==> src/include/rx_filter_defines.vh <==
// Purpose: constants for the receive frame type/version filter
// Assumes: avalon-mm word addressing, 8-bit registers in the low byte of a 32-bit word
// Notes:   printed offsets are register indices; byte address is four times the index
//
// What this block does
// - compare frame version with version selector
// - selector 00 accepts versions zero to three
// - selector 01 accepts version zero only
// - selector 10 accepts version one only
// - selector 11 accepts versions zero and one
// - versions two, three parse security like one
// - snoop bit: promiscuous indication, normal acknowledge
// - reserved types rejected when reserved bit clear
// - reserved bit set: only length 5..127 checked
// - command frames gated by command accept bit
// - ack frames gated by ack accept bit
// - data frames gated by data accept bit
// - beacon frames gated by beacon accept bit
// - second network frequency from integer and fraction
// - integer register bits 7..5 reserved
// - fraction in two bytes at 0x11, lsb first
`ifndef RX_FILTER_DEFINES_VH
`define RX_FILTER_DEFINES_VH

// --------------------------------------------------------------
// register indices
// --------------------------------------------------------------
`define IDX_FRAME_FILTER   6'h0f
`define IDX_FREQ_INTEGER   6'h10
`define IDX_FREQ_FRAC_LO   6'h11
`define IDX_FREQ_FRAC_HI   6'h12
`define IDX_FILTER_STATUS  6'h13

// --------------------------------------------------------------
// filter register fields and reset values
// --------------------------------------------------------------
`define FLT_VER_HI         7
`define FLT_VER_LO         6
`define FLT_SNOOP_ACK      5
`define FLT_RSVD_ACCEPT    4
`define FLT_CMD_ACCEPT     3
`define FLT_ACK_ACCEPT     2
`define FLT_DATA_ACCEPT    1
`define FLT_BEACON_ACCEPT  0
`define FLT_RESET          8'h0f
`define INT_RESET          8'h00
`define INT_FIELD_MASK     8'h1f
`define FRAC_RESET         8'hff

// --------------------------------------------------------------
// frame types, version selector codes, length limits
// --------------------------------------------------------------
`define FT_BEACON          3'h0
`define FT_DATA            3'h1
`define FT_ACK             3'h2
`define FT_CMD             3'h3
`define VSEL_ANY           2'h0
`define VSEL_V0            2'h1
`define VSEL_V1            2'h2
`define VSEL_V0_V1         2'h3
`define LEN_MIN            7'h05
`define LEN_MAX            7'h7f
`define FREQ_OFFSET        7'h40
`define FREQ_REF_MHZ       32

`endif

==> src/core/rx_frame_classify.v <==
// Purpose: decide type/version acceptance of one frame control field
// Assumes: combinational, used by the filter core on the same clock
// Notes:   address and pan checks belong elsewhere; this only covers type and version
`timescale 1ns/1ps
`include "rx_filter_defines.vh"

module rx_frame_classify (
    input  wire [15:0] i_fcf,
    input  wire [6:0]  i_frame_len,
    input  wire [7:0]  i_filter_cfg,
    output reg         o_type_ok,
    output reg         o_version_ok,
    output reg         o_reserved_type,
    output wire        o_sec_hdr_v1
);

    wire [2:0] frame_type;
    wire [1:0] frame_ver;
    wire [1:0] ver_sel;
    wire       len_ok;

    assign frame_type = i_fcf[2:0];
    assign frame_ver  = i_fcf[13:12];
    assign ver_sel    = i_filter_cfg[`FLT_VER_HI:`FLT_VER_LO];
    assign len_ok     = (i_frame_len >= `LEN_MIN) && (i_frame_len <= `LEN_MAX);
    assign o_sec_hdr_v1 = (frame_ver != 2'h0);

    // type gate, one accept bit per defined type; reserved types share one accept bit plus the length check
    always @* begin
        o_reserved_type = 1'b0;
        case (frame_type)
            `FT_BEACON: o_type_ok = i_filter_cfg[`FLT_BEACON_ACCEPT];
            `FT_DATA:   o_type_ok = i_filter_cfg[`FLT_DATA_ACCEPT];
            `FT_ACK:    o_type_ok = i_filter_cfg[`FLT_ACK_ACCEPT];
            `FT_CMD:    o_type_ok = i_filter_cfg[`FLT_CMD_ACCEPT];
            default: begin
                o_reserved_type = 1'b1;
                o_type_ok = i_filter_cfg[`FLT_RSVD_ACCEPT] & len_ok;
            end
        endcase
    end

    // version gate; reserved types bypass it entirely
    always @* begin
        case (ver_sel)
            `VSEL_ANY:  o_version_ok = 1'b1;
            `VSEL_V0:   o_version_ok = (frame_ver == 2'h0);
            `VSEL_V1:   o_version_ok = (frame_ver == 2'h1);
            default:    o_version_ok = (frame_ver == 2'h0) || (frame_ver == 2'h1);
        endcase
        if (o_reserved_type) begin
            o_version_ok = 1'b1;
        end
    end

endmodule

==> src/core/rx_frame_filter.v <==
// Purpose: receive frame type/version filter with its register bank
// Assumes: frames arrive as one control field plus length strobe per frame
// Notes:   avalon-mm slave answers every access with one wait cycle
`timescale 1ns/1ps
`include "rx_filter_defines.vh"

module rx_frame_filter (
    input  wire        i_mclk,
    input  wire        i_sys_rst,
    // avalon-mm slave
    input  wire [5:0]  i_avs_address,
    input  wire        i_avs_read,
    input  wire        i_avs_write,
    input  wire [31:0] i_avs_writedata,
    input  wire [3:0]  i_avs_byteenable,
    output reg  [31:0] o_avs_readdata,
    output reg         o_avs_waitrequest,
    // frame from the receive path
    input  wire        i_frame_valid,
    input  wire [15:0] i_frame_fcf,
    input  wire [6:0]  i_frame_len,
    input  wire        i_promisc_pass,
    input  wire        i_normal_pass,
    // results
    output reg         o_data_ind,
    output reg         o_ack_req,
    output reg         o_sec_hdr_v1,
    output reg  [4:0]  o_freq_int,
    output reg  [15:0] o_freq_frac
);

    // ----------------------------------------------------------
    // registers
    // ----------------------------------------------------------
    reg  [7:0]  filter_r;
    reg  [7:0]  freq_int_r;
    reg  [15:0] freq_frac_r;
    reg  [7:0]  last_status_r;
    reg         ack_phase_r;
    reg  [31:0] rdata_nxt;
    reg         hit_nxt;

    wire        type_ok;
    wire        version_ok;
    wire        reserved_type;
    wire        sec_v1;
    wire        access;
    wire        accepted;
    wire        ind_nxt;
    wire        ack_nxt;

    rx_frame_classify u_classify (
        .i_fcf           (i_frame_fcf),
        .i_frame_len     (i_frame_len),
        .i_filter_cfg    (filter_r),
        .o_type_ok       (type_ok),
        .o_version_ok    (version_ok),
        .o_reserved_type (reserved_type),
        .o_sec_hdr_v1    (sec_v1)
    );

    // ----------------------------------------------------------
    // bus handshake
    // ----------------------------------------------------------
    // one wait cycle keeps read data registered without a combinational path
    assign access = (i_avs_read | i_avs_write) & ~ack_phase_r;

    always @(posedge i_mclk or posedge i_sys_rst) begin
        if (i_sys_rst) begin
            ack_phase_r       <= 1'b0;
            o_avs_waitrequest <= 1'b1;
        end else begin
            ack_phase_r       <= access;
            o_avs_waitrequest <= ~access;
        end
    end

    // read mux; unmapped indices read zero
    always @* begin
        rdata_nxt = 32'h0000_0000;
        hit_nxt   = 1'b1;
        case (i_avs_address)
            `IDX_FRAME_FILTER:  rdata_nxt[7:0] = filter_r;
            `IDX_FREQ_INTEGER:  rdata_nxt[7:0] = freq_int_r & `INT_FIELD_MASK;
            `IDX_FREQ_FRAC_LO:  rdata_nxt[7:0] = freq_frac_r[7:0];
            `IDX_FREQ_FRAC_HI:  rdata_nxt[7:0] = freq_frac_r[15:8];
            `IDX_FILTER_STATUS: rdata_nxt[7:0] = last_status_r;
            default:            hit_nxt = 1'b0;
        endcase
    end

    always @(posedge i_mclk or posedge i_sys_rst) begin
        if (i_sys_rst) begin
            o_avs_readdata <= 32'h0000_0000;
        end else if (access && i_avs_read) begin
            o_avs_readdata <= hit_nxt ? rdata_nxt : 32'h0000_0000;
        end
    end

    // ----------------------------------------------------------
    // register writes
    // ----------------------------------------------------------
    // writes land on the answer edge, the one where the master sees waitrequest low,
    // so register and handshake change together; only byte lane 0 matters
    always @(posedge i_mclk or posedge i_sys_rst) begin
        if (i_sys_rst) begin
            filter_r    <= `FLT_RESET;
            // parked value, kept while the second network is idle
            freq_int_r  <= `INT_RESET;
            freq_frac_r <= {`FRAC_RESET, `FRAC_RESET};
        end else if (ack_phase_r && i_avs_write && i_avs_byteenable[0]) begin
            case (i_avs_address)
                `IDX_FRAME_FILTER: filter_r <= i_avs_writedata[7:0];
                `IDX_FREQ_INTEGER: freq_int_r <= i_avs_writedata[7:0] & `INT_FIELD_MASK;
                `IDX_FREQ_FRAC_LO: freq_frac_r[7:0] <= i_avs_writedata[7:0];
                `IDX_FREQ_FRAC_HI: freq_frac_r[15:8] <= i_avs_writedata[7:0];
                default: ;
            endcase
        end
    end

    // ----------------------------------------------------------
    // frame decision
    // ----------------------------------------------------------
    assign accepted = type_ok & version_ok;
    assign ack_nxt  = accepted & (reserved_type | i_normal_pass);
    assign ind_nxt  = filter_r[`FLT_SNOOP_ACK] ? (accepted & (reserved_type | i_promisc_pass))
                                               : ack_nxt;

    // indication and ack are one-cycle pulses, one cycle after the frame strobe
    always @(posedge i_mclk or posedge i_sys_rst) begin
        if (i_sys_rst) begin
            o_data_ind    <= 1'b0;
            o_ack_req     <= 1'b0;
            o_sec_hdr_v1  <= 1'b0;
            last_status_r <= 8'h00;
        end else begin
            o_data_ind <= i_frame_valid & ind_nxt;
            // acknowledge never requested for an ack frame itself
            o_ack_req  <= i_frame_valid & ack_nxt & (i_frame_fcf[2:0] != `FT_ACK);
            if (i_frame_valid) begin
                o_sec_hdr_v1  <= sec_v1;
                last_status_r <= {3'h0, reserved_type, version_ok, type_ok, ind_nxt, ack_nxt};
            end
        end
    end

    // ----------------------------------------------------------
    // second network frequency word
    // ----------------------------------------------------------
    // synthesizer word export
    // F = ((int + 64) + frac/65536) * 32 MHz; synthesizer adds the offset
    always @(posedge i_mclk or posedge i_sys_rst) begin
        if (i_sys_rst) begin
            o_freq_int  <= 5'h00;
            o_freq_frac <= 16'hffff;
        end else begin
            o_freq_int  <= freq_int_r[4:0];
            o_freq_frac <= freq_frac_r;
        end
    end

endmodule

==> config.mk <==
export PLATFORM = sky130hd
export DESIGN_NAME = rx_frame_filter
export DESIGN_NICKNAME = d
export VERILOG_FILES = /design/src/core/rx_frame_classify.v /design/src/core/rx_frame_filter.v
export VERILOG_INCLUDE_DIRS = /design/src /design/src/include
export SDC_FILE = /design/constraint.sdc
export NUM_CORES = 1
export LEC_CHECK = 0
export ABC_AREA = 1
export CORE_MARGIN = 5
export CORE_UTILIZATION = 25
export DETAILED_ROUTE_END_ITERATION = 8
export DONT_BUFFER_PORTS = 1
export GPL_ROUTABILITY_DRIVEN = 0
export MAX_ROUTING_LAYER = met4
export PLACE_DENSITY_LB_ADDON = 0.05
export SKIP_CTS_REPAIR_TIMING = 1
export SLEW_MARGIN = 20
export SYNTH_ARGS = -nofsm -noshare
export SYNTH_HDL_FRONTEND = slang
export SYNTH_SLANG_ARGS = --single-unit
export TNS_END_PERCENT = 100
==> constraint.sdc <==
create_clock -name i_mclk -period 1.7 [get_ports i_mclk]
set_input_delay 0.17 -clock i_mclk [delete_from_list [all_inputs] [get_ports i_mclk]]
set_output_delay 0.17 -clock i_mclk [all_outputs]
set_load 0.02 [all_outputs]
==> flow_metrics.env, run 1 <==
export IMPL_power_uw=4160
export IMPL_grt_use_met1=0.157
export IMPL_grt_use_met2=0.178
export IMPL_grt_pass1_wl_um=12700
export IMPL_fmax_ghz=0.760
export IMPL_place_area_sq_um=3260
export IMPL_wl_per_cell_um=16.4
export IMPL_cts_tree="yes"
export IMPL_dpl_hpwl_um=6160
export IMPL_holdPathStages=2
export IMPL_slew_viol_final=0
export IMPL_tns_ps=0
export IMPL_tightestPinTransition_ps=540
export IMPL_fin_skew_ps=6.81
export IMPL_rsz0062_at_grt="false"
export IMPL_critPathLaunchType="flip-flop"
export IMPL_layoutNonFillerInstCount=512
export IMPL_peakVddDrop_mv=0.371
export IMPL_start_util=0.253
export IMPL_synth_area_leaders="dfstp_2 31%, dfrtp_1 24%, nand2_1 9.2%, o21ai_2 5.8%, buf_4 5.7%"
export IMPL_clockBufferDepth=2
export IMPL_gr_max_usage_layer="met2"
export IMPL_dieArea_sq_um=15000
export IMPL_setup_viol=0
export IMPL_netlist_area_leader_share=0.306
export IMPL_slowest_delay_ps=340
export IMPL_run_status="complete, no violations"
export IMPL_hold_violations=0
export IMPL_clock_sinks=68
export IMPL_grt_max_degree=69
export IMPL_min_path_type="in -> reg"
export IMPL_power_density_nw_per_um2=1130
export IMPL_cts_buffers=9
export IMPL_rows=41
export IMPL_ys_flop_type="dfstp_2"
export IMPL_synth_common_cells="78 x nand2_1, 37 x dfstp_2, 35 x nand3_1"
export IMPL_yosys_warnings=0
export IMPL_cp_end_kind="flip-flop"
export IMPL_dieWidth_um=123
export IMPL_top_level_ports=129
export IMPL_yosysTopAreaCell="dfstp_2"
export IMPL_cts_root_buf="clkbuf_16"
export IMPL_die_height_um=123
export IMPL_synth_edf_count=0
export IMPL_cts_clk_slew_worst_paths_ps=60
export IMPL_crit_slowest_cell="dfrtp_1"
export IMPL_synth_seq_cells=68
export IMPL_crit_cells=5
export IMPL_placed_cells=488
export IMPL_drtIter0Drc=152
export IMPL_cap_violations=0
export IMPL_grt_total_usage=0.122
export IMPL_p_leak_uw=0.00168
export IMPL_worst_ep_arrival_time_ps=1530
export IMPL_final_area_sq_um=3660
export IMPL_period_needed_ps=1320
export IMPL_slew_headroom=0.639
export IMPL_vias=2144
export IMPL_vias_per_cell=4.19
export IMPL_multi_input_area_sq_um=1150
export IMPL_syn_inst=323
export IMPL_met3_usage=0.0346
export IMPL_fin_util=0.293
export IMPL_reg2regPathDepth=5
export IMPL_cts_max_level=3
export IMPL_synth_most_common_cell="nand2_1"
export IMPL_critPathTopFamily="simple AND/OR/NAND/NOR gates"
export IMPL_worst_path_buf_inv=1
export IMPL_diodes=0
export IMPL_grt_antenna_before_repair=0
export IMPL_clk_latency_ps=340
export IMPL_syn_area_sq_um=3170
export IMPL_drt_drc_violations_left=0
export IMPL_synth_seq_area_share=0.551
export IMPL_drtPass1Iterations=4
export IMPL_regArea_sq_um=1750
export IMPL_synth_area_per_cell_sq_um=9.82
export IMPL_drive_above_1_share=0.274
export IMPL_wl_um=8390
export IMPL_portBuffers=0
export IMPL_coreArea_sq_um=12500
export IMPL_async_reset_ff_frac=1.00
export IMPL_area_delta_synth_final_pct=15.4
export IMPL_worst_ep_required_time_ps=1920
export IMPL_fin_nets=407
export IMPL_drtAntennaViolNets=0
export IMPL_crit_fanout=16
export IMPL_synth_cell_type_count=30
export IMPL_overflow=0
export IMPL_worstSetupPathType="reg -> reg"
export IMPL_grt_pass1_vias=2090
export IMPL_num_fill_cells=1356
export IMPL_period_share=0.774
export IMPL_path_cells="inv_1 > nor2_4 > nand3_4 > nand2_1 > o21ai_2"
-- path summary, 6_finish.rpt --
check                               start                 to  slack (ps)
hold reg to reg            freq_frac_r[4]     o_freq_frac[4]         380
setup reg to reg              ack_phase_r        filter_r[4]         380
setup / recovery              ack_phase_r        filter_r[4]         380
hold / removal             i_frame_fcf[2]         o_data_ind           2
max in group asynchronous       i_sys_rst  o_avs_waitrequest         950
min in group asynchronous       i_sys_rst      freq_int_r[2]         430
-- layout make-up --
class                   instances  area share
clock buffers                  10      0.0653
clock inverters                 6      0.0239
inverters                      29      0.0307
multi-input cells             217       0.315
flip-flops and latches         68       0.477
well taps                     172      0.0588
repair buffers                 10      0.0294
-- metrics by stage --
stage | setup slack, ps | hold WS (ps)
6_report | 384 | 1.60
5_1_grt | 257 | 6.65
4_1_cts | 348 | -189
3_5_place_dp | 361 | 183
3_3_place_gp | 370 | 184
2_1_floorplan | 606 | 260
-- report_power, final --
group          switching [uW]  leakage (uW)  internal, uW
Combinational             207      0.000716          76.6
Clock                     724      0.000162          1320
Sequential               94.4      0.000802          1730
-- cells by family (layout without fill, tap and decap cells) --
family,Yosys count,after routing,share of synthesized area
simple gates,150,150,0.235
flops,68,68,0.551
buf+inv,61,55,0.113
compound gates,42,42,0.0962
other cells,1,24,0.00118
mux,1,1,0.00355
-- layout by cell type, fill, tap and decap left out, drive strengths merged --
cell type and n:
o21ai 33, buf 2, dlygate4sd3 8, bufinv 2
o21bai 5, nand3 38, conb 24, nor3 1
nand3b 1, mux2 1, inv 28, a21o 1
clkinv 4, or2 1, dfstp 37, a31oi 1
nand4 11, clkinvlp 1, clkbuf 10, nand2 80
a21oi 2, nor2 18, dfrtp 31
-- registers in the layout, indices dropped and copies added, names as in the netlist, 5 cells and up --
signal / flops
freq_frac_r: 16
o_freq_frac: 16
filter_r: 8
o_avs_readdata: 8
freq_int_r: 5
last_status_r: 5
o_freq_int: 5
-- worst register-to-register path: stages, from the launching register on --
cell     delay, ps
dfrtp_1        340
inv_1           70
nor2_4         280
nand3_4        290
nand2_1        150
o21ai_2         50
-- metal layers --
metal,wire length [um],up-vias
met5,0,-
met4,180,0
met3,540,16
met2,3930,60
met1,3740,1033
li1,-,1035
Power figures use the tool's default switching activity.
==> run 2: changes to the inputs <==
==> constraint.sdc (replaced) <==
create_clock -name i_mclk -period 1.12 [get_ports i_mclk]
set_input_delay 0.112 -clock i_mclk [delete_from_list [all_inputs] [get_ports i_mclk]]
set_output_delay 0.112 -clock i_mclk [all_outputs]
set_load 0.02 [all_outputs]
==> flow_metrics.env, run 2 (same netlist as run 1, synthesis figures left out) <==
export IMPL_swShare=0.245
export IMPL_drive_above_1_share=0.398
export IMPL_cts_max_level=3
export IMPL_wl_per_cell_um=16.3
export IMPL_layout_common_cells="63 x nand2_1, 37 x dfstp_2, 31 x nand3_1, 31 x dfrtp_1, 24 x conb_1"
export IMPL_dieWidth_um=123
export IMPL_cpMostUsedCell="buf_12"
export IMPL_netSwitchingPower_uw=1580
export IMPL_cap_violations=0
export IMPL_vias_per_cell=4.17
export IMPL_period_share=1.01
export IMPL_critPathLaunchType="flip-flop"
export IMPL_crit_fanout=8
export IMPL_grt_pass1_wl_um=13000
export IMPL_portBuffers=0
export IMPL_p_int_uw=4850
export IMPL_die_height_um=123
export IMPL_reg2regPathDepth=7
export IMPL_vias=2226
export IMPL_layout_commonest_cell="nand2_1"
export IMPL_rsz0062_at_grt="true"
export IMPL_min_path_type="in -> reg"
export IMPL_coreArea_sq_um=12500
export IMPL_power_density_nw_per_um2=1600
export IMPL_placed_cells=508
export IMPL_worst_path_buf_inv=3
export IMPL_dpl_hpwl_um=6460
export IMPL_min_to="last_status_r[4]"
export IMPL_setup_ws_ps=-14.3
export IMPL_cts_buffers=9
export IMPL_clockBufferDepth=2
export IMPL_rows=41
export IMPL_wl_um=8710
export IMPL_slew_viol_final=0
export IMPL_diodes=0
export IMPL_worst_ep_arrival_time_ps=1360
export IMPL_grt_antenna_before_repair=0
export IMPL_cp_end_kind="flip-flop"
export IMPL_clock_sinks=68
export IMPL_fmax_ghz=0.882
export IMPL_dieArea_sq_um=15000
export IMPL_overflow=0
export IMPL_cts_clk_slew_worst_paths_ps=60
export IMPL_slowest_delay_ps=360
export IMPL_grt_max_degree=38
export IMPL_grt_total_usage=0.125
export IMPL_fin_skew_ps=6.93
export IMPL_top_level_ports=129
export IMPL_crit_slowest_cell="dfrtp_1"
export IMPL_r2r_setup_slack_ps=-10
export IMPL_dp_slack_ps=-79.5
export IMPL_setup_viol=7
export IMPL_peakVddDrop_mv=0.550
export IMPL_critPathTopFamily="buffers and inverters"
export IMPL_violations="hold timing, setup timing"
export IMPL_start_util=0.253
export IMPL_power_frac_comb=0.083
export IMPL_run_status="finished with violations"
export IMPL_clk_latency_ps=340
export IMPL_fin_nets=429
export IMPL_worstSetupPathType="reg -> reg"
export IMPL_p_seq_frac=0.431
export IMPL_drtAntennaViolNets=0
export IMPL_layoutNonFillerInstCount=534
export IMPL_path_cells="inv_2 > nor2_4 > buf_12 > nand3_4 > buf_12 > nand2_4 > o21ai_2"
export IMPL_top_regs="freq_frac_r: 16 flops, o_freq_frac: 16 flops"
export IMPL_grt_pass1_vias=2193
export IMPL_hold_violations=6
export IMPL_holdWs_ps=-116
export IMPL_r2r_end="filter_r[4]"
export IMPL_holdPathStages=2
export IMPL_cts_root_buf="clkbuf_16"
export IMPL_drt_drc_violations_left=0
export IMPL_drtPass1Iterations=4
export IMPL_p_clk_frac=0.487
export IMPL_p_leak_uw=0.00186
export IMPL_period_needed_ps=1130
export IMPL_drtIter0Drc=148
export IMPL_worst_ep_required_time_ps=1340
export IMPL_area_delta_synth_final_pct=26.5
export IMPL_hold_start="i_frame_fcf[2]"
export IMPL_power_uw=6430
export IMPL_r2r_start="ack_phase_r"
export IMPL_cts_tree="yes"
==> run 2: cell count changes in the layout (fill, tap and decap cells not counted), sizes merged <==
cell and delta:
clkinv -4, clkinvlp +1, bufinv -1, dlygate4sd3 -1
clkbuf +5, buf +22
==> run 2: power groups by stage <==
stage / Sequential [uW] / Combinational [uW] / Clock (uW)
floorplan: 2770 / 403 / 0
global placement: 2810 / 480 / 0
detailed placement: 2810 / 484 / 0
CTS: 2770 / 485 / 3220
global route: 2780 / 593 / 3310
finish: 2770 / 533 / 3130
==> run 2: worst reg2reg max path: cells and delay by family (launching register included) <==
kind            cells  cell delay [ps]
compound gates      1               50
buf+inv             3              370
flops               1              360
simple gates        3              250
==> run 2: metrics by stage <==
step	TNS [ps]	utilization	instance area (sq um)	hold WS (ps)
floorplan	0	-	3260	202
global placement	-470	0.277	3470	-44.6
detailed placement	-544	0.277	3470	-49.1
CTS	-740	0.304	3800	-413
global route	-1910	0.321	4020	-107
finish	-65.5	0.321	4020	-116
==> run 2: per-layer routing <==
layer / GRT usage / part of all wire / vias to the layer above
li1: - / - / 1084
met1: 0.144 / 0.43 / 1075
met2: 0.195 / 0.49 / 56
met3: 0.0452 / 0.063 / 11
met4: 0.0574 / 0.020 / 0
met5: - / 0 / -
==> run 2: cell type report <==
class | count | area, sq um
Clock inverter | 2 | 37.5
Timing Repair Buffer | 32 | 354
Fill cell | 1329 | 8500
Inverter | 29 | 113
Tap cell | 172 | 215
Sequential cell | 68 | 1750
Multi-Input combinational cell | 217 | 1250
Clock buffer | 14 | 295
==> run 2: worst max path at each step <==
stage	cells past startpoint	startpoint	slack, ps	to
finish	7	ack_phase_r	-10	filter_r[4]
global route	8	filter_r[0]	-90	last_status_r[1]
CTS	6	filter_r[6]	-100	o_ack_req
detailed placement	6	filter_r[6]	-80	o_ack_req
global placement	6	filter_r[6]	-80	o_ack_req
floorplan	6	ack_phase_r	30	freq_frac_r[8]
==> run 3: changes to the inputs <==
--- a/config.mk
+++ b/config.mk
@@ -12,7 +12,6 @@
 export DETAILED_ROUTE_END_ITERATION = 8
 export DONT_BUFFER_PORTS = 1
 export GPL_ROUTABILITY_DRIVEN = 0
-export MAX_ROUTING_LAYER = met4
 export PLACE_DENSITY_LB_ADDON = 0.05
 export SKIP_CTS_REPAIR_TIMING = 1
 export SLEW_MARGIN = 20
==> flow_metrics.env, run 3 (same netlist as run 1, synthesis figures left out) <==
export IMPL_fin_nets=429
export IMPL_num_fill_cells=1330
export IMPL_drtAntennaViolNets=0
export IMPL_layout_commonest_cell="nand2_1"
export IMPL_wl_um=8680
export IMPL_area_delta_synth_final_pct=26.4
export IMPL_crit_slowest_cell="dfrtp_1"
export IMPL_start_util=0.253
export IMPL_drtPass1Iterations=4
export IMPL_period_share=1.01
export IMPL_vias=2216
export IMPL_grt_pass1_vias=2188
export IMPL_worstSetupPathType="reg -> reg"
export IMPL_drive_above_1_share=0.395
export IMPL_final_area_sq_um=4010
export IMPL_dieWidth_um=123
export IMPL_regArea_sq_um=1750
export IMPL_r2r_start="filter_r[6]"
export IMPL_violations="hold timing, setup timing"
export IMPL_wl_per_cell_um=16.3
export IMPL_overflow=0
export IMPL_setup_ws_ps=-15.1
export IMPL_power_density_nw_per_um2=1600
export IMPL_cts_tree="yes"
export IMPL_drt_drc_violations_left=0
export IMPL_critPathLaunchType="flip-flop"
export IMPL_r2r_setup_slack_ps=-20
export IMPL_clockBufferDepth=2
export IMPL_grt_max_degree=38
export IMPL_critPathLaunch="filter_r[6]"
export IMPL_top_level_ports=129
export IMPL_diodes=0
export IMPL_period_needed_ps=1140
export IMPL_clock_sinks=68
export IMPL_fmax_ghz=0.881
export IMPL_fin_util=0.320
export IMPL_reg2regPathDepth=6
export IMPL_clk_latency_ps=340
export IMPL_worst_ep_arrival_time_ps=1370
export IMPL_slew_viol_final=0
export IMPL_setup_viol=6
export IMPL_rows=41
export IMPL_drtIter0Drc=126
export IMPL_holdWs_ps=-115
export IMPL_portBuffers=0
export IMPL_fin_skew_ps=6.45
export IMPL_rsz0062_at_grt="true"
export IMPL_worst_ep_required_time_ps=1360
export IMPL_coreArea_sq_um=12500
export IMPL_crit_fanout=3
export IMPL_die_height_um=123
export IMPL_hold_violations=4
export IMPL_dpl_hpwl_um=6460
export IMPL_peakVddDrop_mv=0.550
export IMPL_grt_antenna_before_repair=0
export IMPL_run_status="finished with violations"
export IMPL_holdPathStages=2
export IMPL_min_to="last_status_r[4]"
export IMPL_grt_total_usage=0.122
export IMPL_path_cells="inv_2 > nand2_1 > nand3b_1 > a21oi_4 > buf_4 > a21o_1"
export IMPL_cap_violations=0
export IMPL_layout_common_cells="63 x nand2_1, 37 x dfstp_2, 32 x nand3_1"
export IMPL_min_path_type="in -> reg"
export IMPL_multi_input_area_sq_um=1250
export IMPL_cts_buffers=9
export IMPL_cts_clk_slew_worst_paths_ps=60
export IMPL_dieArea_sq_um=15000
export IMPL_cts_root_buf="clkbuf_16"
export IMPL_place_area_sq_um=3470
export IMPL_vias_per_cell=4.15
export IMPL_p_leak_uw=0.00186
export IMPL_r2r_end="last_status_r[3]"
export IMPL_slowest_delay_ps=410
export IMPL_top_regs="freq_frac_r: 16 flops, o_freq_frac: 16 flops"
export IMPL_tns_ps=-55.8
export IMPL_power_uw=6420
export IMPL_hold_start="i_frame_fcf[2]"
export IMPL_grt_pass1_wl_um=13000
export IMPL_cts_max_level=3
export IMPL_cp_end_kind="flip-flop"
==> run 3: cell types whose count changed in the layout (fill, tap and decap cells not counted) <==
cell	previous run	this run
nand3_1	31	32
nand3_2	4	3
==> run 3: worst max-delay path: cells and delay by family (launching register included) <==
| kind | cells | cell delay (ps) |
|---|---|---|
| flip-flops | 1 | 410 |
| AO/OA/AOI/OAI | 2 | 230 |
| buffers and inverters | 2 | 220 |
| AND/OR/NAND/NOR | 2 | 180 |
==> run 3: metal layers <==
metal	track usage	wire [um]
met3	0.0475	587
met1	0.143	3700
met2	0.195	4220
met4	0.0574	176
met5	0	0
==> run 3: area by class of cell <==
type,count,area share
clock inverter,2,0.00936
multi-input combinational,217,0.311
sequential,68,0.436
inverter,29,0.0281
tap,172,0.0537
clock buffer,14,0.0736
timing repair buffer,32,0.0883
==> run 3: through the flow <==
step,setup WS [ps],std cells
2_1_floorplan,25.8,346
3_3_place_gp,-81.2,508
4_1_cts,-96.6,524
3_5_place_dp,-79.5,508
5_1_grt,-93.3,534
6_report,-15.1,534
==> run 3: worst max-delay path by stage <==
stage                             endpoint  slack, ps
after floorplan             freq_frac_r[8]         30
after global placement           o_ack_req        -80
after detailed placement         o_ack_req        -80
after CTS                        o_ack_req       -100
after global routing      last_status_r[1]        -90
final                     last_status_r[3]        -20
==> run 3: report_power, final <==
group | switching (uW) | internal (uW)
logic | 347 | 184
clock network | 1080 | 2040
registers | 140 | 2630
